`src/spg_pkg.sv`:
```
// Purpose: constants and types shared by the pattern generator/checker
// Assumes: one clock, widths fixed at build
// Notes: holds the overview below
//
// Overview of operation
// [RL1] output symbol equals its packet position xor the data error mask
// [RL2] without packets, positions run on as one endless stream
// [RL3] 32-bit write-only command port feeding a 16-entry command queue
// [RL4] write to command low word (address 0) pushes; other addresses never push
// [RL5] waitrequest held while the command queue is full
// [RL6] command high word sets error injection; writing zero clears it
// [RL7] 32-bit generator control port: enable and throttle
// [RL8] throttle compared with random source gates each output cycle
// [RL9] each core's random source starts from its own seed
// [RL10] generator status shows channel count and packet support
// [RL11] separate symbol position kept per channel
// [RL12] generator channels, symbols per beat and error width within limits
// [RL13] packet signals active only when packets configured; sop, eop and empty ports always exist, held low or ignored when PKT_EN is 0
// [RL14] data width is a whole multiple of symbol width
// [RL15] checker compares each symbol to per-channel expected position
// [RL16] checker throttle and random source govern its ready output
// [RL17] data, missing sop, missing eop, error exceptions queued, 32 entries
// [RL18] a run of the same exception queues one descriptor
// [RL19] exceptions dropped while the exception queue is full
// [RL20] reading a descriptor removes it from the queue
// [RL21] 32-bit checker control: enable, throttle, channel count, packets
// [RL22] checker symbols per beat, channels and error width within limits
// [RL23] throttle 0 halts, 256 full rate, between proportional
// [RL24] command sop flag ignored without packet support
// [RL25] checker restarts expected position at zero on sop
// [RL26] disabled cores move no beats; queued entries kept; a waiting generator beat still goes, checker ready drops a cycle late
package spg_pkg;
  localparam int SBW = 8;
  localparam int SPB = 4;
  localparam int DW = SBW * SPB; // RL14
  localparam int NCH = 4; // RL12 RL22
  localparam int CH_W = 2;
  localparam int ERR_W = 2;
  localparam int EMP_W = 2;
  localparam bit PKT_EN = 1'b1;
  localparam int CQ_DEPTH = 16;
  localparam int EQ_DEPTH = 32;
  localparam int DQ_DEPTH = 4;
  localparam int THR_W = 9;
  localparam logic [8:0] THR_FULL = 9'h100;
  localparam logic [7:0] GEN_SEED_DEF = 8'h5a;
  localparam logic [7:0] CHK_SEED_DEF = 8'ha7;
  // identity value is arbitrary
  localparam logic [15:0] CORE_ID = 16'h0c3e;
  // register offsets
  localparam logic ADDR_CMD_LOW_WORD = 1'h0;
  localparam logic ADDR_CMD_HIGH_WORD = 1'h1;
  localparam logic [1:0] ADDR_STATUS = 2'h0;
  localparam logic [1:0] ADDR_CONTROL = 2'h1;
  localparam logic [1:0] ADDR_FILL = 2'h2;
  localparam logic [1:0] ADDR_EXC = 2'h2;
  // field positions
  localparam int CTL_EN_BIT = 0;
  localparam int CTL_THR_LSB = 8;
  localparam int CMD_CH_LSB = 16;
  localparam int CMD_SOP_BIT = 30;
  localparam int CMD_EOP_BIT = 31;
  localparam int HI_MASK_LSB = 0;
  localparam int HI_ERR_LSB = 8;
  localparam int HI_NOSOP_BIT = 16;
  localparam int HI_NOEOP_BIT = 17;
  localparam int FILL_LSB = 7;
  localparam int EXC_DATA = 0;
  localparam int EXC_SOP = 1;
  localparam int EXC_EOP = 2;
  localparam int EXC_ERR = 3;
  localparam int EXC_CH_LSB = 8;
  localparam int EXC_VALID_BIT = 31;
  // reset values
  localparam logic RST_EN = 1'b0;
  localparam logic [8:0] RST_THR = 9'h000;
  localparam logic [31:0] RST_HI = 32'h0000_0000;

  typedef enum logic [1:0] {
    GS_IDLE = 2'b01,
    GS_RUN = 2'b10
  } spg_gstate_type;

  typedef struct packed {
    logic sop;
    logic eop;
    logic [EMP_W-1:0] empty;
    logic [CH_W-1:0] ch;
    logic [ERR_W-1:0] err;
    logic [DW-1:0] data;
  } spg_beat_type;
endpackage

```
`src/spg_top.sv`:
```
// Purpose: pattern generator and pattern checker for stream links
// Assumes: stream partners share clk_in; one-cycle read latency
// Notes: sizes fixed in spg_pkg
`timescale 1ns/1ps
module spg_top #(
  parameter logic [7:0] GEN_SEED = spg_pkg::GEN_SEED_DEF,
  parameter logic [7:0] CHK_SEED = spg_pkg::CHK_SEED_DEF
) (
  input wire logic clk_in,
  input wire logic rst_n_in,
  input wire logic cmd_write_in,
  input wire logic cmd_address_in,
  input wire logic [31:0] cmd_writedata_in,
  output logic cmd_waitrequest_out,
  input wire logic [1:0] gctl_address_in,
  input wire logic gctl_read_in,
  input wire logic gctl_write_in,
  input wire logic [31:0] gctl_writedata_in,
  output logic [31:0] gctl_readdata_out,
  output logic src_valid_out,
  input wire logic src_ready_in,
  output logic [spg_pkg::DW-1:0] src_data_out,
  output logic [spg_pkg::CH_W-1:0] src_channel_out,
  output logic [spg_pkg::ERR_W-1:0] src_error_out,
  output logic src_sop_out,
  output logic src_eop_out,
  output logic [spg_pkg::EMP_W-1:0] src_empty_out,
  input wire logic snk_valid_in,
  output logic snk_ready_out,
  input wire logic [spg_pkg::DW-1:0] snk_data_in,
  input wire logic [spg_pkg::CH_W-1:0] snk_channel_in,
  input wire logic [spg_pkg::ERR_W-1:0] snk_error_in,
  input wire logic snk_sop_in,
  input wire logic snk_eop_in,
  input wire logic [spg_pkg::EMP_W-1:0] snk_empty_in,
  input wire logic [1:0] cctl_address_in,
  input wire logic cctl_read_in,
  input wire logic cctl_write_in,
  input wire logic [31:0] cctl_writedata_in,
  output logic [31:0] cctl_readdata_out
);
  // ----------------------------------------
  // helpers
  // ----------------------------------------
  function automatic logic [7:0] spg_lfsr_step(input logic [7:0] v);
    return {v[6:0], v[7] ^ v[5] ^ v[4] ^ v[3]};
  endfunction

  function automatic logic spg_thr_hit(input logic [7:0] v, input logic [8:0] thr);
    return {1'b0, v} < thr; // RL8 RL16 RL23
  endfunction

  function automatic logic [31:0] spg_status_word();
    return {spg_pkg::PKT_EN, 7'(spg_pkg::SPB), 8'(spg_pkg::NCH), spg_pkg::CORE_ID}; // RL10 RL21
  endfunction

  // ----------------------------------------
  // reset release
  // ----------------------------------------
  logic [1:0] rst_sync_r;
  logic rst_n;
  always_ff @(posedge clk_in or negedge rst_n_in)
  begin
    if (!rst_n_in)
      rst_sync_r <= 2'h0;
    else
      rst_sync_r <= {rst_sync_r[0], 1'b1};
  end
  assign rst_n = rst_sync_r[1];

  // ----------------------------------------
  // generator
  // ----------------------------------------
  spg_pkg::spg_gstate_type g_state_r, g_state_nxt;
  logic g_en_r, g_en_nxt, g_first_r, g_first_nxt, cmd_wait_r, cmd_wait_nxt;
  logic [8:0] g_thr_r, g_thr_nxt;
  logic [7:0] g_lfsr_r, g_lfsr_nxt;
  logic [31:0] g_hi_r, g_hi_nxt, g_cmd_r, g_cmd_nxt, g_rd_r, g_rd_nxt;
  logic [15:0] g_rem_r, g_rem_nxt, g_pos_cur;
  logic [15:0] g_pos_r [spg_pkg::NCH];
  logic [15:0] g_pos_nxt [spg_pkg::NCH];
  spg_pkg::spg_beat_type s_r, s_nxt;
  logic s_valid_r, s_valid_nxt;
  logic cq_push, cq_pop, cq_valid, g_emit, g_last, g_hit, g_cmd_wr;
  logic [31:0] cq_data;
  logic [4:0] cq_cnt, cq_cnt_nxt;
  logic [spg_pkg::CH_W-1:0] g_ch, n_ch;

  spg_fifo #(.W(32), .D(spg_pkg::CQ_DEPTH)) u_cmd_q (
    .clk_in(clk_in),
    .rst_n_in(rst_n),
    .in_valid_in(cq_push),
    .in_ready_out(),
    .in_data_in(cmd_writedata_in),
    .out_valid_out(cq_valid),
    .out_ready_in(cq_pop),
    .out_data_out(cq_data),
    .count_out(cq_cnt)
  ); // RL3

  always_comb
  begin
    g_en_nxt = g_en_r;
    g_thr_nxt = g_thr_r;
    g_hi_nxt = g_hi_r;
    g_lfsr_nxt = spg_lfsr_step(g_lfsr_r);
    g_state_nxt = g_state_r;
    g_cmd_nxt = g_cmd_r;
    g_rem_nxt = g_rem_r;
    g_first_nxt = g_first_r;
    g_pos_nxt = g_pos_r;
    s_nxt = s_r;
    s_valid_nxt = s_valid_r;
    cq_pop = 1'b0;
    g_emit = 1'b0;
    g_cmd_wr = cmd_write_in && !cmd_wait_r; // RL5
    cq_push = g_cmd_wr && cmd_address_in == spg_pkg::ADDR_CMD_LOW_WORD; // RL4
    if (g_cmd_wr && cmd_address_in == spg_pkg::ADDR_CMD_HIGH_WORD)
      g_hi_nxt = cmd_writedata_in; // RL6
    if (gctl_write_in && gctl_address_in == spg_pkg::ADDR_CONTROL)
    begin
      g_en_nxt = gctl_writedata_in[spg_pkg::CTL_EN_BIT]; // RL7
      g_thr_nxt = gctl_writedata_in[spg_pkg::CTL_THR_LSB +: spg_pkg::THR_W]; // RL7
    end
    case (gctl_address_in)
      spg_pkg::ADDR_STATUS: g_rd_nxt = spg_status_word(); // RL10
      spg_pkg::ADDR_CONTROL: g_rd_nxt = {15'h0000, g_thr_r, 7'h00, g_en_r};
      spg_pkg::ADDR_FILL: g_rd_nxt = {16'h0000, 9'(cq_cnt), 6'h00,
        g_state_r == spg_pkg::GS_RUN || cq_cnt != 5'h00 || s_valid_r};
      default: g_rd_nxt = 32'h0000_0000;
    endcase
    if (!gctl_read_in)
      g_rd_nxt = g_rd_r;
    g_ch = g_cmd_r[spg_pkg::CMD_CH_LSB +: spg_pkg::CH_W];
    n_ch = cq_data[spg_pkg::CMD_CH_LSB +: spg_pkg::CH_W];
    g_pos_cur = g_pos_r[g_ch]; // RL11
    g_last = g_rem_r <= 16'(spg_pkg::SPB);
    g_hit = spg_thr_hit(g_lfsr_r, g_thr_r); // RL8
    if (src_ready_in)
      s_valid_nxt = 1'b0;
    case (g_state_r)
      spg_pkg::GS_IDLE:
      begin
        if (cq_valid && g_en_r) // RL26
        begin
          cq_pop = 1'b1;
          g_cmd_nxt = cq_data;
          g_rem_nxt = cq_data[15:0];
          g_first_nxt = spg_pkg::PKT_EN && cq_data[spg_pkg::CMD_SOP_BIT]; // RL24
          if (spg_pkg::PKT_EN && cq_data[spg_pkg::CMD_SOP_BIT])
            g_pos_nxt[n_ch] = 16'h0000; // RL1
          g_state_nxt = spg_pkg::GS_RUN;
        end
      end
      spg_pkg::GS_RUN:
      begin
        if (g_rem_r == 16'h0000)
          g_state_nxt = spg_pkg::GS_IDLE;
        else if (g_en_r && g_hit && (!s_valid_r || src_ready_in)) // RL26
        begin
          g_emit = 1'b1;
          s_valid_nxt = 1'b1;
          for (int i = 0; i < spg_pkg::SPB; i++)
            s_nxt.data[spg_pkg::DW-1-spg_pkg::SBW*i -: spg_pkg::SBW] =
              8'(g_pos_cur + 16'(i)) ^ g_hi_r[spg_pkg::HI_MASK_LSB +: 8]; // RL1
          s_nxt.ch = g_ch;
          s_nxt.err = g_hi_r[spg_pkg::HI_ERR_LSB +: spg_pkg::ERR_W];
          s_nxt.sop = g_first_r && !g_hi_r[spg_pkg::HI_NOSOP_BIT];
          s_nxt.eop = 1'b0;
          s_nxt.empty = '0;
          g_first_nxt = 1'b0;
          // short non-final segments are padded to a whole beat
          if (g_last && spg_pkg::PKT_EN && g_cmd_r[spg_pkg::CMD_EOP_BIT])
          begin
            s_nxt.eop = !g_hi_r[spg_pkg::HI_NOEOP_BIT];
            s_nxt.empty = spg_pkg::EMP_W'(16'(spg_pkg::SPB) - g_rem_r); // RL13
            g_pos_nxt[g_ch] = g_pos_cur + g_rem_r;
          end
          else
            g_pos_nxt[g_ch] = g_pos_cur + 16'(spg_pkg::SPB); // RL2
          g_rem_nxt = g_last ? 16'h0000 : g_rem_r - 16'(spg_pkg::SPB);
        end
      end
      default: g_state_nxt = spg_pkg::GS_IDLE;
    endcase
    cq_cnt_nxt = cq_cnt + 5'(cq_push) - 5'(cq_pop);
    cmd_wait_nxt = cq_cnt_nxt == 5'(spg_pkg::CQ_DEPTH); // RL5
  end

  always_ff @(posedge clk_in or negedge rst_n)
  begin
    if (!rst_n)
    begin
      g_state_r <= spg_pkg::GS_IDLE;
      g_en_r <= spg_pkg::RST_EN;
      g_thr_r <= spg_pkg::RST_THR;
      g_hi_r <= spg_pkg::RST_HI;
      g_lfsr_r <= GEN_SEED; // RL9
      g_cmd_r <= 32'h0000_0000;
      g_rem_r <= 16'h0000;
      g_first_r <= 1'b0;
      g_rd_r <= 32'h0000_0000;
      cmd_wait_r <= 1'b0;
      s_r <= '0;
      s_valid_r <= 1'b0;
      for (int c = 0; c < spg_pkg::NCH; c++)
        g_pos_r[c] <= 16'h0000;
    end
    else
    begin
      g_state_r <= g_state_nxt;
      g_en_r <= g_en_nxt;
      g_thr_r <= g_thr_nxt;
      g_hi_r <= g_hi_nxt;
      g_lfsr_r <= g_lfsr_nxt;
      g_cmd_r <= g_cmd_nxt;
      g_rem_r <= g_rem_nxt;
      g_first_r <= g_first_nxt;
      g_rd_r <= g_rd_nxt;
      cmd_wait_r <= cmd_wait_nxt;
      s_r <= s_nxt;
      s_valid_r <= s_valid_nxt;
      g_pos_r <= g_pos_nxt;
    end
  end

  // ----------------------------------------
  // checker
  // ----------------------------------------
  logic c_en_r, c_en_nxt, c_rdy_r, c_rdy_nxt;
  logic [8:0] c_thr_r, c_thr_nxt;
  logic [7:0] c_lfsr_r, c_lfsr_nxt;
  logic [31:0] c_rd_r, c_rd_nxt, eq_data;
  logic [3:0] c_last_r, c_last_nxt, c_kinds;
  logic [15:0] c_exp_r [spg_pkg::NCH];
  logic [15:0] c_exp_nxt [spg_pkg::NCH];
  logic [spg_pkg::NCH-1:0] c_inpkt_r, c_inpkt_nxt;
  logic [15:0] c_exp, c_nsym;
  logic dq_push, dq_valid, c_pop, eq_push, eq_ready, eq_valid, eq_pop;
  logic [2:0] dq_cnt;
  logic [5:0] eq_cnt;
  spg_pkg::spg_beat_type dq_in, dq_out;

  assign dq_in = '{sop: snk_sop_in, eop: snk_eop_in, empty: snk_empty_in,
    ch: snk_channel_in, err: snk_error_in, data: snk_data_in};
  assign dq_push = snk_valid_in && c_rdy_r;

  spg_fifo #(.W($bits(spg_pkg::spg_beat_type)), .D(spg_pkg::DQ_DEPTH)) u_data_q (
    .clk_in(clk_in),
    .rst_n_in(rst_n),
    .in_valid_in(dq_push),
    .in_ready_out(),
    .in_data_in(dq_in),
    .out_valid_out(dq_valid),
    .out_ready_in(c_en_r),
    .out_data_out(dq_out),
    .count_out(dq_cnt)
  );

  spg_fifo #(.W(32), .D(spg_pkg::EQ_DEPTH)) u_exc_q (
    .clk_in(clk_in),
    .rst_n_in(rst_n),
    .in_valid_in(eq_push),
    .in_ready_out(eq_ready),
    .in_data_in({16'h0000, 8'(dq_out.ch), 4'h0, c_kinds}),
    .out_valid_out(eq_valid),
    .out_ready_in(eq_pop),
    .out_data_out(eq_data),
    .count_out(eq_cnt)
  ); // RL17

  always_comb
  begin
    c_en_nxt = c_en_r;
    c_thr_nxt = c_thr_r;
    c_lfsr_nxt = spg_lfsr_step(c_lfsr_r);
    c_last_nxt = c_last_r;
    c_exp_nxt = c_exp_r;
    c_inpkt_nxt = c_inpkt_r;
    c_kinds = 4'h0;
    if (cctl_write_in && cctl_address_in == spg_pkg::ADDR_CONTROL)
    begin
      c_en_nxt = cctl_writedata_in[spg_pkg::CTL_EN_BIT]; // RL21
      c_thr_nxt = cctl_writedata_in[spg_pkg::CTL_THR_LSB +: spg_pkg::THR_W];
    end
    // room is judged one beat ahead since ready is registered
    c_rdy_nxt = c_en_r && spg_thr_hit(c_lfsr_r, c_thr_r)
      && (dq_cnt + 3'(dq_push)) < 3'(spg_pkg::DQ_DEPTH); // RL16 RL26
    c_pop = dq_valid && c_en_r; // RL26
    c_exp = (spg_pkg::PKT_EN && dq_out.sop) ? 16'h0000 : c_exp_r[dq_out.ch]; // RL25
    c_nsym = (spg_pkg::PKT_EN && dq_out.eop)
      ? 16'(spg_pkg::SPB) - 16'(dq_out.empty) : 16'(spg_pkg::SPB);
    for (int i = 0; i < spg_pkg::SPB; i++)
      if (16'(i) < c_nsym && dq_out.data[spg_pkg::DW-1-spg_pkg::SBW*i -: spg_pkg::SBW]
          != 8'(c_exp + 16'(i)))
        c_kinds[spg_pkg::EXC_DATA] = 1'b1; // RL15
    c_kinds[spg_pkg::EXC_SOP] = spg_pkg::PKT_EN && !dq_out.sop && !c_inpkt_r[dq_out.ch];
    c_kinds[spg_pkg::EXC_EOP] = spg_pkg::PKT_EN && dq_out.sop && c_inpkt_r[dq_out.ch];
    c_kinds[spg_pkg::EXC_ERR] = |dq_out.err; // RL17
    if (c_pop)
    begin
      c_last_nxt = c_kinds;
      c_exp_nxt[dq_out.ch] = c_exp + c_nsym; // RL15
      if (spg_pkg::PKT_EN)
        c_inpkt_nxt[dq_out.ch] = (dq_out.sop || c_inpkt_r[dq_out.ch]) && !dq_out.eop;
    end
    // a full queue refuses the push, so the event is lost
    eq_push = c_pop && c_kinds != 4'h0 && c_kinds != c_last_r; // RL18 RL19
    eq_pop = cctl_read_in && cctl_address_in == spg_pkg::ADDR_EXC && eq_valid; // RL20
    case (cctl_address_in)
      spg_pkg::ADDR_STATUS: c_rd_nxt = spg_status_word();
      spg_pkg::ADDR_CONTROL: c_rd_nxt = {15'h0000, c_thr_r, 7'h00, c_en_r};
      spg_pkg::ADDR_EXC: c_rd_nxt = {eq_valid, eq_data[30:0]};
      default: c_rd_nxt = 32'h0000_0000;
    endcase
    if (!cctl_read_in)
      c_rd_nxt = c_rd_r;
  end

  always_ff @(posedge clk_in or negedge rst_n)
  begin
    if (!rst_n)
    begin
      c_en_r <= spg_pkg::RST_EN;
      c_thr_r <= spg_pkg::RST_THR;
      c_lfsr_r <= CHK_SEED; // RL9
      c_rdy_r <= 1'b0;
      c_last_r <= 4'h0;
      c_inpkt_r <= '0;
      c_rd_r <= 32'h0000_0000;
      for (int c = 0; c < spg_pkg::NCH; c++)
        c_exp_r[c] <= 16'h0000;
    end
    else
    begin
      c_en_r <= c_en_nxt;
      c_thr_r <= c_thr_nxt;
      c_lfsr_r <= c_lfsr_nxt;
      c_rdy_r <= c_rdy_nxt;
      c_last_r <= c_last_nxt;
      c_inpkt_r <= c_inpkt_nxt;
      c_rd_r <= c_rd_nxt;
      c_exp_r <= c_exp_nxt;
    end
  end

  // ----------------------------------------
  // outputs
  // ----------------------------------------
  assign cmd_waitrequest_out = cmd_wait_r;
  assign gctl_readdata_out = g_rd_r;
  assign src_valid_out = s_valid_r;
  assign src_data_out = s_r.data;
  assign src_channel_out = s_r.ch;
  assign src_error_out = s_r.err;
  assign src_sop_out = s_r.sop;
  assign src_eop_out = s_r.eop;
  assign src_empty_out = s_r.empty;
  assign snk_ready_out = c_rdy_r;
  assign cctl_readdata_out = c_rd_r;
endmodule

```
`src/spg_fifo.sv`:
```
// Purpose: small queue with valid/ready on both sides
// Assumes: depth is a power of two
// Notes: read data comes from a register
`timescale 1ns/1ps
module spg_fifo #(
  parameter int W = 8,
  parameter int D = 4
) (
  input wire logic clk_in,
  input wire logic rst_n_in,
  input wire logic in_valid_in,
  output logic in_ready_out,
  input wire logic [W-1:0] in_data_in,
  output logic out_valid_out,
  input wire logic out_ready_in,
  output logic [W-1:0] out_data_out,
  output logic [$clog2(D+1)-1:0] count_out
);
  localparam int AW = $clog2(D);
  localparam int CW = $clog2(D+1);
  logic [W-1:0] mem_r [D];
  logic [AW-1:0] wp_r, wp_nxt, rp_r, rp_nxt;
  logic [CW-1:0] cnt_r, cnt_nxt;
  logic [W-1:0] dout_r, dout_nxt;
  logic push, pop;

  always_comb
  begin
    push = in_valid_in && in_ready_out;
    pop = out_valid_out && out_ready_in;
    wp_nxt = push ? wp_r + 1'b1 : wp_r;
    rp_nxt = pop ? rp_r + 1'b1 : rp_r;
    cnt_nxt = cnt_r + CW'(push) - CW'(pop);
    // bypass: a word written into the head slot is seen after the next edge
    dout_nxt = (push && wp_r == rp_nxt) ? in_data_in : mem_r[rp_nxt];
  end

  always_ff @(posedge clk_in or negedge rst_n_in)
  begin
    if (!rst_n_in)
    begin
      wp_r <= '0;
      rp_r <= '0;
      cnt_r <= '0;
      dout_r <= '0;
    end
    else
    begin
      wp_r <= wp_nxt;
      rp_r <= rp_nxt;
      cnt_r <= cnt_nxt;
      dout_r <= dout_nxt;
    end
  end

  always_ff @(posedge clk_in)
  begin
    if (push)
      mem_r[wp_r] <= in_data_in;
  end

  assign in_ready_out = cnt_r != CW'(D);
  assign out_valid_out = cnt_r != '0;
  assign out_data_out = dout_r;
  assign count_out = cnt_r;
endmodule

```
`config.mk`:
```
export PLATFORM = sky130hd
export DESIGN_NAME = spg_top
export DESIGN_NICKNAME = d
export VERILOG_FILES = /design/src/spg_pkg.sv /design/src/spg_top.sv /design/src/spg_fifo.sv
export SDC_FILE = /design/constraint.sdc
export NUM_CORES = 1
export LEC_CHECK = 0
export BUFFER_PORTS_ARGS = -buffer_cell sky130_fd_sc_hd__buf_2
export CORE_UTILIZATION = 35
export DETAILED_ROUTE_END_ITERATION = 10
export PLACE_DENSITY = 0.53
export SKIP_CTS_REPAIR_TIMING = 1
export SLEW_MARGIN = 30
export SYNTH_ARGS = -nofsm -noshare
export SYNTH_HDL_FRONTEND = slang
export SYNTH_SLANG_ARGS = --single-unit
```
`constraint.sdc`:
```
create_clock -name clk_in -period 9.9 [get_ports clk_in]
set_input_delay 0.495 -clock clk_in [delete_from_list [all_inputs] [get_ports clk_in]]
set_output_delay 0.495 -clock clk_in [all_outputs]
set_load 0.02 [all_outputs]
```
---- Yosys cells after proc, flatten, opt, wreduce, memory -nomap -nowiden ----
Memory sizes are Yosys's and may differ from the RTL's. A register that Yosys moved wholly into a read port is not among the register bits.
Index checks and enable logic that the tools add are counted.
storage, ports and cells
  register bits ........................... 417
  memory bits (writable) .................. 864
  logic and storage cells ................. 253
  input port bits ......................... 150
  output and inout bits ................... 107
  memories ................................ 3
memories
  name            depth  bits a word  read ports  clocked after memory_dff  wr ports  line            RTL
  u_cmd_q.mem_r   16     32           1           1                         1         spg_fifo.sv:21  logic [W-1:0] mem_r [D];
  u_exc_q.mem_r   32     6            1           1                         1         spg_fifo.sv:21
  u_data_q.mem_r  4      40           1           1                         1         spg_fifo.sv:21
operators by class
  $lt $le $gt $ge ......................... 16
  equal/unequal tests ..................... 21
  bitwise gates (word level) .............. 17
  mux-type cells .......................... 63
  add/subtract/negate cells ............... 27
  reductions and logical operators ........ 63
operators by type and width
  operator                                                     number
  2-to-1 mux 64 bit                                            5
  2-to-1 mux 16 bit                                            13
  bitwise mux 64 bit                                           3
  one-hot mux 32 bit (3 select lines)                          2
  one-hot mux 64 bit (2 select lines)                          1
  demux 16 bit (select 2 bit)                                  3
  bitwise AND 64 bit                                           1
  binary-select mux 16 bit (select 2 bit)                      2
  NOT 64 bit                                                   1
  logical AND 1 bit                                            35
  adder 16 bit                                                 2
  adder 8 x 2 -> 8 bit (second input constant)                 4
  less-than comparator 1 x 16 -> 1 bit (first input constant)  2
  less-than comparator 2 x 16 -> 1 bit (first input constant)  2
  inequality test 8 bit                                        4
  one-hot mux 16 bit (2 select lines)                          1
  bitwise XOR 8 bit                                            4
  2-to-1 mux 31 bit                                            1
  2-to-1 mux 1 bit                                             21
  less-than comparator 8 x 9 -> 1 bit                          2
  adder 16 x 3 -> 16 bit (second input constant)               1
  adder 8 x 1 -> 8 bit (second input constant)                 2
  <= comparator 16 x 3 -> 1 bit (second input constant)        1
  logical NOT 16 bit                                           1
  52 further kinds                                             93

---- Longest topological paths before layout ----
Gate-level depths: netlist (run 1).
  depth after elaboration ................. 17
  depth in mapped cells ................... 22
  depth with buffers taken out ............ 19

---- Cells and area by module ----
Synthesis (run 1) repeated with hierarchy kept, for this count alone.
second synthesis, totals
  cells, all modules ...................... 6705
  area, all modules ....................... 95933.3 um2
by module, submodules not included
  module               sequential area each (um2)  area an instance (um2)  cells each  times used
  spg_fifo (u_exc_q)   31950.6                     48886.9                 3187        1
  spg_fifo (u_cmd_q)   16500.8                     25250.5                 1805        1
  spg_top              5743.0                      12293.0                 1156        1
  spg_fifo (u_data_q)  5980.7                      9502.9                  557         1

---- Worst setup path after synthesis (run 1) ----
No wires, ideal clock.
  path type ............................... register to register
  start point ............................. register u_data_q.dout_r[34], in the netlist u_data_q.out_data_out[34], read port of u_data_q.mem_r
  end point ............................... register u_exc_q.cnt_r[5], in the netlist u_exc_q.count_out[5]
  setup time .............................. 128 ps
  buffers on the path ..................... 2
  required time ........................... 9772 ps
  cell stages (with the launch flop) ...... 22
  setup slack ............................. 5263 ps
  data arrival time ....................... 4509 ps
  clock period less this slack ............ 4637 ps
  cells stage by stage .................... dfrtp_1 -> buf_6 -> mux4_2 -> nand2_1 -> inv_1 -> ha_1 -> clkbuf_1 -> xnor2_1 -> nand2_1 -> o211ai_1 -> a21oi_1 -> nand4_1 -> o211ai_1 -> a22o_4 -> or4b_4 -> nand3_2 -> ha_1 -> a21o_1 -> a21oi_1 -> o21bai_1 -> a21oi_1 -> xor2_1
between the ends
  word-level cells in the longest chain between the ends .. 17
  elaborated cells between the ends (all ways) .. 32
  those cells by class .................... add/sub (5); eq/ne (5); mux (10); bitwise (1); reduce/logical (11)
RTL lines
  element                                                        line                            RTL
  start: declaration                                             spg_fifo.sv:24                  logic [W-1:0] dout_r, dout_nxt;
  NOT 2 -> 3 bit (implied by the code)                           spg_top.sv:290                  c_exp = (spg_pkg::PKT_EN && dq_out.sop) ? 16'h0000 : c_exp_r[dq_out.ch];
  binary-select mux 16 bit (select 2 bit)                        spg_top.sv:290
  2-to-1 mux 16 bit (implied by the code) (2 in series)          spg_top.sv:290
  2-to-1 mux 16 bit                                              spg_top.sv:290
  adder 8 x 1 -> 8 bit or inequality test 8 bit (tied branches)  spg_top.sv:295                  != 8'(c_exp + 16'(i)))
  inequality test 8 bit or logical AND 1 bit (tied branches)     spg_top.sv:295, spg_top.sv:294
  logical AND 1 bit or 2-to-1 mux 1 bit (tied branches)          spg_top.sv:294                  if (16'(i) < c_nsym && dq_out.data[spg_pkg::DW-1-spg_pkg::SBW*i -: spg_pkg::SBW]
  2-to-1 mux 1 bit (3 in series)                                 spg_top.sv:294
  nonzero test 4 bit                                             spg_top.sv:308                  eq_push = c_pop && c_kinds != 4'h0 && c_kinds != c_last_r;
  logical AND 1 bit                                              spg_top.sv:308
  logical AND 1 bit (*)                                          spg_top.sv:308
  logical AND 1 bit (*)                                          spg_fifo.sv:29                  push = in_valid_in && in_ready_out;
  via u_exc_q.push                                               spg_fifo.sv:25                  logic push, pop;
  adder 6 x 1 -> 6 bit (*)                                       spg_fifo.sv:33                  cnt_nxt = cnt_r + CW'(push) - CW'(pop);
  subtractor 6 x 1 -> 6 bit (*)                                  spg_fifo.sv:33
  via u_exc_q.cnt_nxt[5]                                         spg_fifo.sv:23                  logic [CW-1:0] cnt_r, cnt_nxt;
  end signal: assignment                                         spg_fifo.sv:51                  cnt_r <= cnt_nxt;
  end: declaration                                               spg_fifo.sv:23
The timed path passes the listed nets; every way through them passes the cells marked *. The select of a mux whose other input is x is not followed.
A chain may end at the register's enable or synchronous reset.

---- Worst setup path in the final report (run 1) ----
  start point ............................. register u_data_q.dout_r[34], in the netlist u_data_q.out_data_out[34], read port of u_data_q.mem_r
  end point ............................... register u_exc_q.cnt_r[4], in the netlist u_exc_q.count_out[4]
The elaborated chain is that of the path after synthesis.

==> results of run 1 <==
worst paths after layout:
| check | startpoint | endpoint | depth (start not counted) |
|---|---|---|---|
| setup / recovery | u_data_q.out_data_out[34] | u_exc_q.count_out[4] | 20 |
| hold / removal | snk_data_in[23] | u_data_q.mem_r[2][23] | 1 |
| setup reg to reg | u_data_q.out_data_out[34] | u_exc_q.count_out[4] | 20 |
| hold reg to reg | rst_sync_r[0] | rst_sync_r[1] | 0 |
| max in group asynchronous | rst_sync_r[1] | src_data_out[15] | 3 |
| min in group asynchronous | rst_n_in | rst_sync_r[1] | 2 |
worst register-to-register path, cell delays in order, from the launching register on:
cell	delay, ns
dfrtp_2	0.33
buf_4	0.52
mux4_2	0.73
nand2_1	0.24
inv_1	0.14
ha_1	0.28
xnor2_1	0.31
xor2_1	0.17
a31oi_1	0.09
o21ai_0	0.16
nand4_1	0.15
nor4_1	0.57
a22o_4	0.30
mux2_4	0.22
nand3_2	0.18
ha_1	0.29
fa_1	0.41
a21oi_1	0.15
nor2_1	0.05
nor2_1	0.12
xnor2_1	0.13
routing by layer:
metal  share of wire (%)  global-route usage [%]  up-vias
met3                 5.1                    3.19      136
met5               0.067                       0        -
met2                  48                    26.1      513
li1                    -                       -     9784
met4                 1.8                    3.84       12
met1                  45                    22.0    11600
sequential cells by signal, summed over array words and instances (netlist names), 6 cells and up:
name	flops
c_lfsr_r	8
g_thr_r	9
u_data_q.mem_r	160
u_exc_q.mem_r	192
c_exp_r	32
u_cmd_q.out_data_out	20
g_pos_r	32
u_cmd_q.mem_r	320
g_hi_r	12
g_rem_r	16
cctl_readdata_out	15
g_lfsr_r	8
gctl_readdata_out	12
u_exc_q.count_out	6
u_data_q.out_data_out	40
u_exc_q.out_data_out	6
src_data_out	30
c_thr_r	9
layout make-up:
| type | count | area, um2 |
|---|---|---|
| fillers | 10700 | 69900 |
| flip-flops and latches | 986 | 28100 |
| multi-input cells | 1251 | 13000 |
| clock buffers | 151 | 3040 |
| well taps | 1536 | 1920 |
| repair buffers | 216 | 1360 |
| clock inverters | 50 | 522 |
| inverters | 104 | 390 |
| diodes | 1 | 2.50 |
layout by cell type, fill, tap and decap left out, types with 9 or more instances in the layout:
| master | count |
|---|---|
| a21o_1 | 13 |
| a21oi_1 | 58 |
| a22o_1 | 35 |
| and2_1 | 40 |
| buf_2 | 173 |
| buf_4 | 31 |
| bufinv_16 | 9 |
| clkbuf_1 | 27 |
| clkbuf_16 | 109 |
| clkbuf_8 | 15 |
| clkinv_1 | 9 |
| clkinv_2 | 25 |
| conb_1 | 28 |
| dfrtp_1 | 301 |
| dfstp_2 | 10 |
| edfxtp_1 | 672 |
| ha_1 | 70 |
| inv_1 | 99 |
| mux2_2 | 153 |
| mux2i_1 | 20 |
| mux4_2 | 217 |
| nand2_1 | 105 |
| nand2b_1 | 12 |
| nand3_1 | 32 |
| nand4_1 | 10 |
| nor2_1 | 60 |
| nor2_4 | 12 |
| nor2b_1 | 11 |
| nor3_1 | 16 |
| nor4_1 | 12 |
| o21ai_0 | 56 |
| o2bb2ai_1 | 12 |
| xnor2_1 | 79 |
| xor2_1 | 42 |
metrics by stage:
stage,util [%],cells
4_1_cts,40.7,4285
2_1_floorplan,-,2477
3_5_place_dp,37.6,4084
3_3_place_gp,37.6,4083
6_report,40.9,4295
5_1_grt,40.9,4295
power by group through the flow:
stage | Combinational, mW | Clock, mW | Sequential (mW)
finish | 5.20 | 3.99 | 5.66
global route | 5.67 | 4.26 | 5.73
CTS | 5.28 | 4.11 | 5.67
detailed placement | 5.25 | 0 | 5.74
global placement | 5.16 | 0 | 5.71
floorplan | 3.84 | 0 | 5.65
cells by family (layout without fill, tap and decap cells):
group | count (synthesis) | in the layout | synth area share (%)
and+or+nand+nor | 374 | 374 | 4.58
AOI/OAI and AO/OA | 247 | 247 | 4.13
buffers and inverters | 240 | 521 | 2.67
xor gates and xnor gates | 128 | 128 | 2.68
muxes | 396 | 396 | 16.5
adders and majority gates | 78 | 78 | 2.43
DFF | 986 | 986 | 67.0
other | 2 | 29 | 0.0179
==> impl_metrics.json, run 1 <==
{
  "ys.flop_type": "edfxtp_1",
  "syn-cell-area_um2": 41800,
  "timing_max_transition_violations_final": 0,
  "fin_worst_skew_ns": 0.0344,
  "die_area_um2": 121000,
  "drtIter0Drc": 1649,
  "grt_pass1_wl_um": 147000,
  "p_total_mw": 14.8,
  "endpoint_kind": "flip-flop",
  "synth_area_leaders": "edfxtp_1, dfrtp_1, mux4_2, mux2_2, ha_1",
  "synth.most_common_cell": "edfxtp_1",
  "synth_seq_cells": 986,
  "combPwrFrac_pct": 35.0,
  "required_ns": 10.50,
  "finalSetupTns_ns": 0,
  "num_vias": 22000,
  "wl_per_cell_um": 22.4,
  "finalHoldViolCount": 0,
  "root_buffer": "clkbuf_16",
  "startpoint_type": "flip-flop",
  "max_stage_delay_ns": 0.71,
  "seqPwrFrac_pct": 38.1,
  "pwr-share-clk_pct": 26.9,
  "clock_latency_ns": 0.69,
  "grt_overflow_total": 0,
  "rsz0062_at_grt": "false",
  "yosysWarnings": 0,
  "tightest_slew_ns": 1.01,
  "clkSinkCount": 986,
  "ioPinCount": 257,
  "synthArstFlopShare_pct": 31.8,
  "drt-total-wl_um": 96200,
  "synth_top_area_share_pct": 48.2,
  "grt_max_degree": 166,
  "drt_first_pass_iters": 7,
  "cpMaxStageDelayCell": "mux4_2",
  "place.port_buffers": 173,
  "post_dp_cell_area_um2": 44500,
  "finalInstanceArea_um2": 48300,
  "r2r_slack_ns": 4.28,
  "first_global_vias": 23200,
  "setup_viol": 0,
  "cts_buffer_depth": 3,
  "synth_cells": 2451,
  "peakVddDrop_uv": 243,
  "path_cells": "buf_4 > mux4_2 > nand2_1 > inv_1 > ha_1 > xnor2_1 > xor2_1 > a31oi_1 > o21ai_0 > nand4_1 > nor4_1 > a22o_4 > mux2_4 > nand3_2 > ha_1 > fa_1 > a21oi_1 > nor2_1 > nor2_1 > xnor2_1",
  "dpl.hpwl_um": 58600,
  "worst_slack_ns": 4.28,
  "gp_congestion": 0.803,
  "layout-drive-gt1-share_pct": 30.5,
  "dp_slack_ns": 4.31,
  "die_height_um": 348,
  "fin_nets": 2891,
  "max_freq_mhz": 178,
  "antenna_found_initial": 8,
  "p_int_mw": 10.0,
  "die_w_um": 348,
  "fp-row-count": 126,
  "synthTopCellsByCount": "edfxtp_1, dfrtp_1, mux4_2, mux2_2, nand2_1",
  "fin_crit_sh_pct": 56.8,
  "drv_cap": 0,
  "synth_edf_count": 672,
  "status": "complete, no violations",
  "vias_per_cell": 5.12,
  "whs_ns": 0.0403,
  "hold_class": "input port to flip-flop",
  "worst-path-buf-inv": 2,
  "p_leak_nw": 17.7,
  "worstPathArrival_ns": 6.22,
  "synth_top_cell_by_area": "edfxtp_1",
  "crit_family": "simple AND/OR/NAND/NOR gates",
  "grt_usage_pct": 16.0,
  "relSlewSlack_pct": 32.5,
  "clkTransAtPathRegs_ns": 0.06,
  "ant_nets": 0,
  "power_density_nw_per_um2": 307,
  "cts_max_level": 3,
  "worstSetupPathType": "flip-flop to flip-flop",
  "core_um2": 118000,
  "synthToLayoutAreaGrowth_pct": 15.5,
  "min_period_ns": 5.62,
  "avgSynthCellArea_um2": 17.1,
  "initial_core_util_pct": 35.4,
  "yosysSeqAreaShare_pct": 67.0,
  "drc": 0,
  "cts-buffers-inserted": 106,
  "ys_types": 92,
  "cts_tree": "done",
  "p_switching_mw": 4.84,
  "crit_fanout": 50,
  "swShare_pct": 32.6
}
(Power assumes the default switching activity.)
==> run 2: changes to the inputs <==
--- a/config.mk
+++ b/config.mk
@@ -5,10 +5,11 @@
 export SDC_FILE = /design/constraint.sdc
 export NUM_CORES = 1
 export LEC_CHECK = 0
+export ABC_AREA = 1
 export BUFFER_PORTS_ARGS = -buffer_cell sky130_fd_sc_hd__buf_2
 export CORE_UTILIZATION = 35
 export DETAILED_ROUTE_END_ITERATION = 10
-export PLACE_DENSITY = 0.53
+export PLACE_DENSITY = 0.51
 export SKIP_CTS_REPAIR_TIMING = 1
 export SLEW_MARGIN = 30
 export SYNTH_ARGS = -nofsm -noshare
==> constraint.sdc (replaced) <==
create_clock -name clk_in -period 5.3 [get_ports clk_in]
set_input_delay 0.265 -clock clk_in [delete_from_list [all_inputs] [get_ports clk_in]]
set_output_delay 0.265 -clock clk_in [all_outputs]
set_load 0.02 [all_outputs]
==> run 2 against run 1 <==
Net effect:
- the flow now finishes with violations (hold timing)
- setup slack worse by 3.7 ns
- clock power is 89% higher
- sequential share of layout area is 2.2 points lower
- final area is 3.9% higher
- first-iteration DRC count is 43% higher
- critical endpoint unchanged
- largest cell class unchanged
==> impl_metrics.json, run 2 <==
{
  "status": "complete, but fails checks",
  "violations": "hold timing",
  "worst-path-buf-inv": 4,
  "grt_overflow_total": 0,
  "root_buffer": "clkbuf_16",
  "endpoint_kind": "flip-flop",
  "crit_top_cell": "nand2_1",
  "swShare_pct": 39.3,
  "reg2reg_depth": 25,
  "cpMaxStageDelayCell": "dfrtp_2",
  "drt-total-wl_um": 107000,
  "whs_endpoint": "g_thr_r[1]",
  "worstReg2RegEnd": "u_exc_q.count_out[4]",
  "fp-row-count": 128,
  "dp_slack_ns": 0.703,
  "min_period_ns": 4.71,
  "ys.flop_type": "edfxtp_1",
  "drv_cap": 0,
  "power_density_nw_per_um2": 580,
  "ioPinCount": 257,
  "gp_congestion": 0.831,
  "fin_crit_sh_pct": 88.8,
  "vias_per_cell": 4.89,
  "combPwrFrac_pct": 38.6,
  "syn-cell-area_um2": 43100,
  "hold_class": "input port to flip-flop",
  "synthTopCellsByCount": "edfxtp_1, nand2_1, nor2_1, o21ai_0, dfrtp_1",
  "die_height_um": 353,
  "required_ns": 5.87,
  "r2r_slack_ns": 0.59,
  "worst_slack_ns": 0.594,
  "yosysWarnings": 0,
  "tightest_slew_ns": 0.963,
  "final_cell_mix": "edfxtp_1, nand2_1, nor2_1",
  "synth_top_area_share_pct": 46.8,
  "relSlewSlack_pct": 35.1,
  "finalSetupTns_ns": 0,
  "drt_first_pass_iters": 5,
  "seqPwrFrac_pct": 35.5,
  "synth_area_leaders": "edfxtp_1, dfrtp_1, o21ai_0, nand2_1, nor2_1",
  "die_w_um": 353,
  "avgSynthCellArea_um2": 11.0,
  "min_from": "gctl_writedata_in[9]",
  "yosysSeqAreaShare_pct": 65.1,
  "whs_ns": -0.0360,
  "drc": 0,
  "p_switching_mw": 11.4,
  "synthArstFlopShare_pct": 31.8,
  "first_global_vias": 27100,
  "synthToLayoutAreaGrowth_pct": 16.5,
  "final_common_cell": "edfxtp_1",
  "pwr-share-clk_pct": 25.9,
  "drtIter0Drc": 2356,
  "reg.largest.list": "u_cmd_q.mem_r x320, u_exc_q.mem_r x192, u_data_q.mem_r x160",
  "worstSetupPathType": "flip-flop to flip-flop",
  "grt_max_degree": 162,
  "cts-buffers-inserted": 109,
  "fin_worst_skew_ns": 0.0339,
  "die_area_um2": 125000,
  "post_dp_cell_area_um2": 45700,
  "core_um2": 122000,
  "synth_cells": 3903,
  "synth.most_common_cell": "edfxtp_1",
  "fin_nets": 4364,
  "rsz0062_at_grt": "false",
  "max_freq_mhz": 213,
  "grt_pass1_wl_um": 164000,
  "ys_types": 60,
  "n_antenna_cell": 0,
  "whs_path_depth": 3,
  "clkTransAtPathRegs_ns": 0.06,
  "place.port_buffers": 173,
  "max_stage_delay_ns": 0.53,
  "largest_reg_flops": 320,
  "finalInstanceArea_um2": 50200,
  "antenna_found_initial": 3,
  "worstPathArrival_ns": 5.27,
  "final_core_util_pct": 41.2,
  "num_vias": 28600,
  "wl_per_cell_um": 18.3,
  "p_int_mw": 17.7,
  "synth_edf_count": 672,
  "cts_tree": "done",
  "clkSinkCount": 986,
  "crit_fanout": 39,
  "layout-drive-gt1-share_pct": 12.8,
  "crit_family": "simple AND/OR/NAND/NOR gates",
  "initial_core_util_pct": 35.4,
  "setup_viol": 0,
  "peakVddDrop_uv": 590,
  "top_register": "u_cmd_q.mem_r",
  "synth_top_cell_by_area": "edfxtp_1",
  "grt_usage_pct": 16.9,
  "clock_latency_ns": 0.71,
  "dpl.hpwl_um": 64900,
  "r2r-start": "u_data_q.out_data_out[35]",
  "timing_max_transition_violations_final": 0,
  "ant_nets": 0,
  "cts_max_level": 3,
  "cts_buffer_depth": 3,
  "startpoint_type": "flip-flop",
  "synth_seq_cells": 986,
  "p_leak_nw": 19.4,
  "finalHoldViolCount": 2
}
run 2: changes by cell type after synthesis, moves of 35 or more:
cell / previous run / this run
mux4_2: 217 / 0
a22o_1: 35 / 0
nor2_1: 76 / 560
o211ai_1: 3 / 131
and2_1: 44 / 6
mux2_2: 153 / 38
o32ai_1: 1 / 59
o21ai_0: 56 / 498
inv_1: 102 / 232
xnor2_1: 82 / 28
nand2_1: 106 / 581
o22ai_1: 7 / 45
clkbuf_1: 66 / 138
nand3_1: 33 / 103
run 2: cells by family after synthesis:
kind of cell	share of synthesized area [%]
adder cells (fa/ha/maj)	2.31
flip-flops	65.1
multiplexers	1.07
AND/OR/NAND/NOR	13.2
other	0.0174
AO/OA/AOI/OAI	11.5
buffers and inverters	4.66
XOR/XNOR	2.11
run 2: worst max-delay path by stage:
stage	from	endpoint	slack, ns	cells past startpoint
after floorplan	rst_sync_r[1]	c_en_r	0.17	0
after global placement	u_data_q.out_data_out[34]	u_exc_q.count_out[4]	0.71	27
after detailed placement	u_data_q.out_data_out[35]	u_exc_q.count_out[4]	0.70	26
after CTS	u_data_q.out_data_out[35]	u_exc_q.count_out[4]	0.64	25
after global routing	u_data_q.out_data_out[35]	u_exc_q.count_out[4]	0.17	24
final	u_data_q.out_data_out[35]	u_exc_q.count_out[4]	0.59	25
run 2: routing by layer:
layer  up-vias  share of wire (%)  wire (um)  GRT usage (%)
met4         0                2.1       2240           5.00
li1      14000                  -          -              -
met5         -                  0          0              0
met2       553                 45      48000           25.7
met1     13900                 48      51500           24.6
met3       123                5.0       5380           3.11
run 2: cell type report:
type | count | area [um2]
clock buffers | 157 | 3120
inverters | 251 | 947
repair buffers | 318 | 2250
flip-flops and latches | 986 | 28100
multi-input cells | 2472 | 13300
clock inverters | 41 | 468
well taps | 1625 | 2030
fillers | 11600 | 71700
run 2: power by group through the flow:
stage | Clock (mW) | Combinational [mW] | Sequential, mW
after floorplan | 0 | 7.65 | 10.5
after global placement | 0 | 11.2 | 10.5
after detailed placement | 0 | 11.2 | 10.5
after CTS | 7.77 | 11.3 | 10.3
after global routing | 8.08 | 12.6 | 10.4
final | 7.55 | 11.2 | 10.3
run 2: per-stage QoR:
step	instances	power, mW
floorplan	3929	18.2
CTS	5760	29.4
finish	5850	29.1
detailed placement	5562	21.7
global route	5850	31.1
global placement	5562	21.6
run 2: worst register-to-register path: cells and delay by family, from the launching register on:
| family | cells | cell delay [ns] |
|---|---|---|
| AOI/OAI and AO/OA | 2 | 0.26 |
| adders and majority gates | 3 | 0.93 |
| and+or+nand+nor | 15 | 2.08 |
| xor gates and xnor gates | 1 | 0.15 |
| buffers and inverters | 4 | 0.62 |
| DFF | 1 | 0.53 |
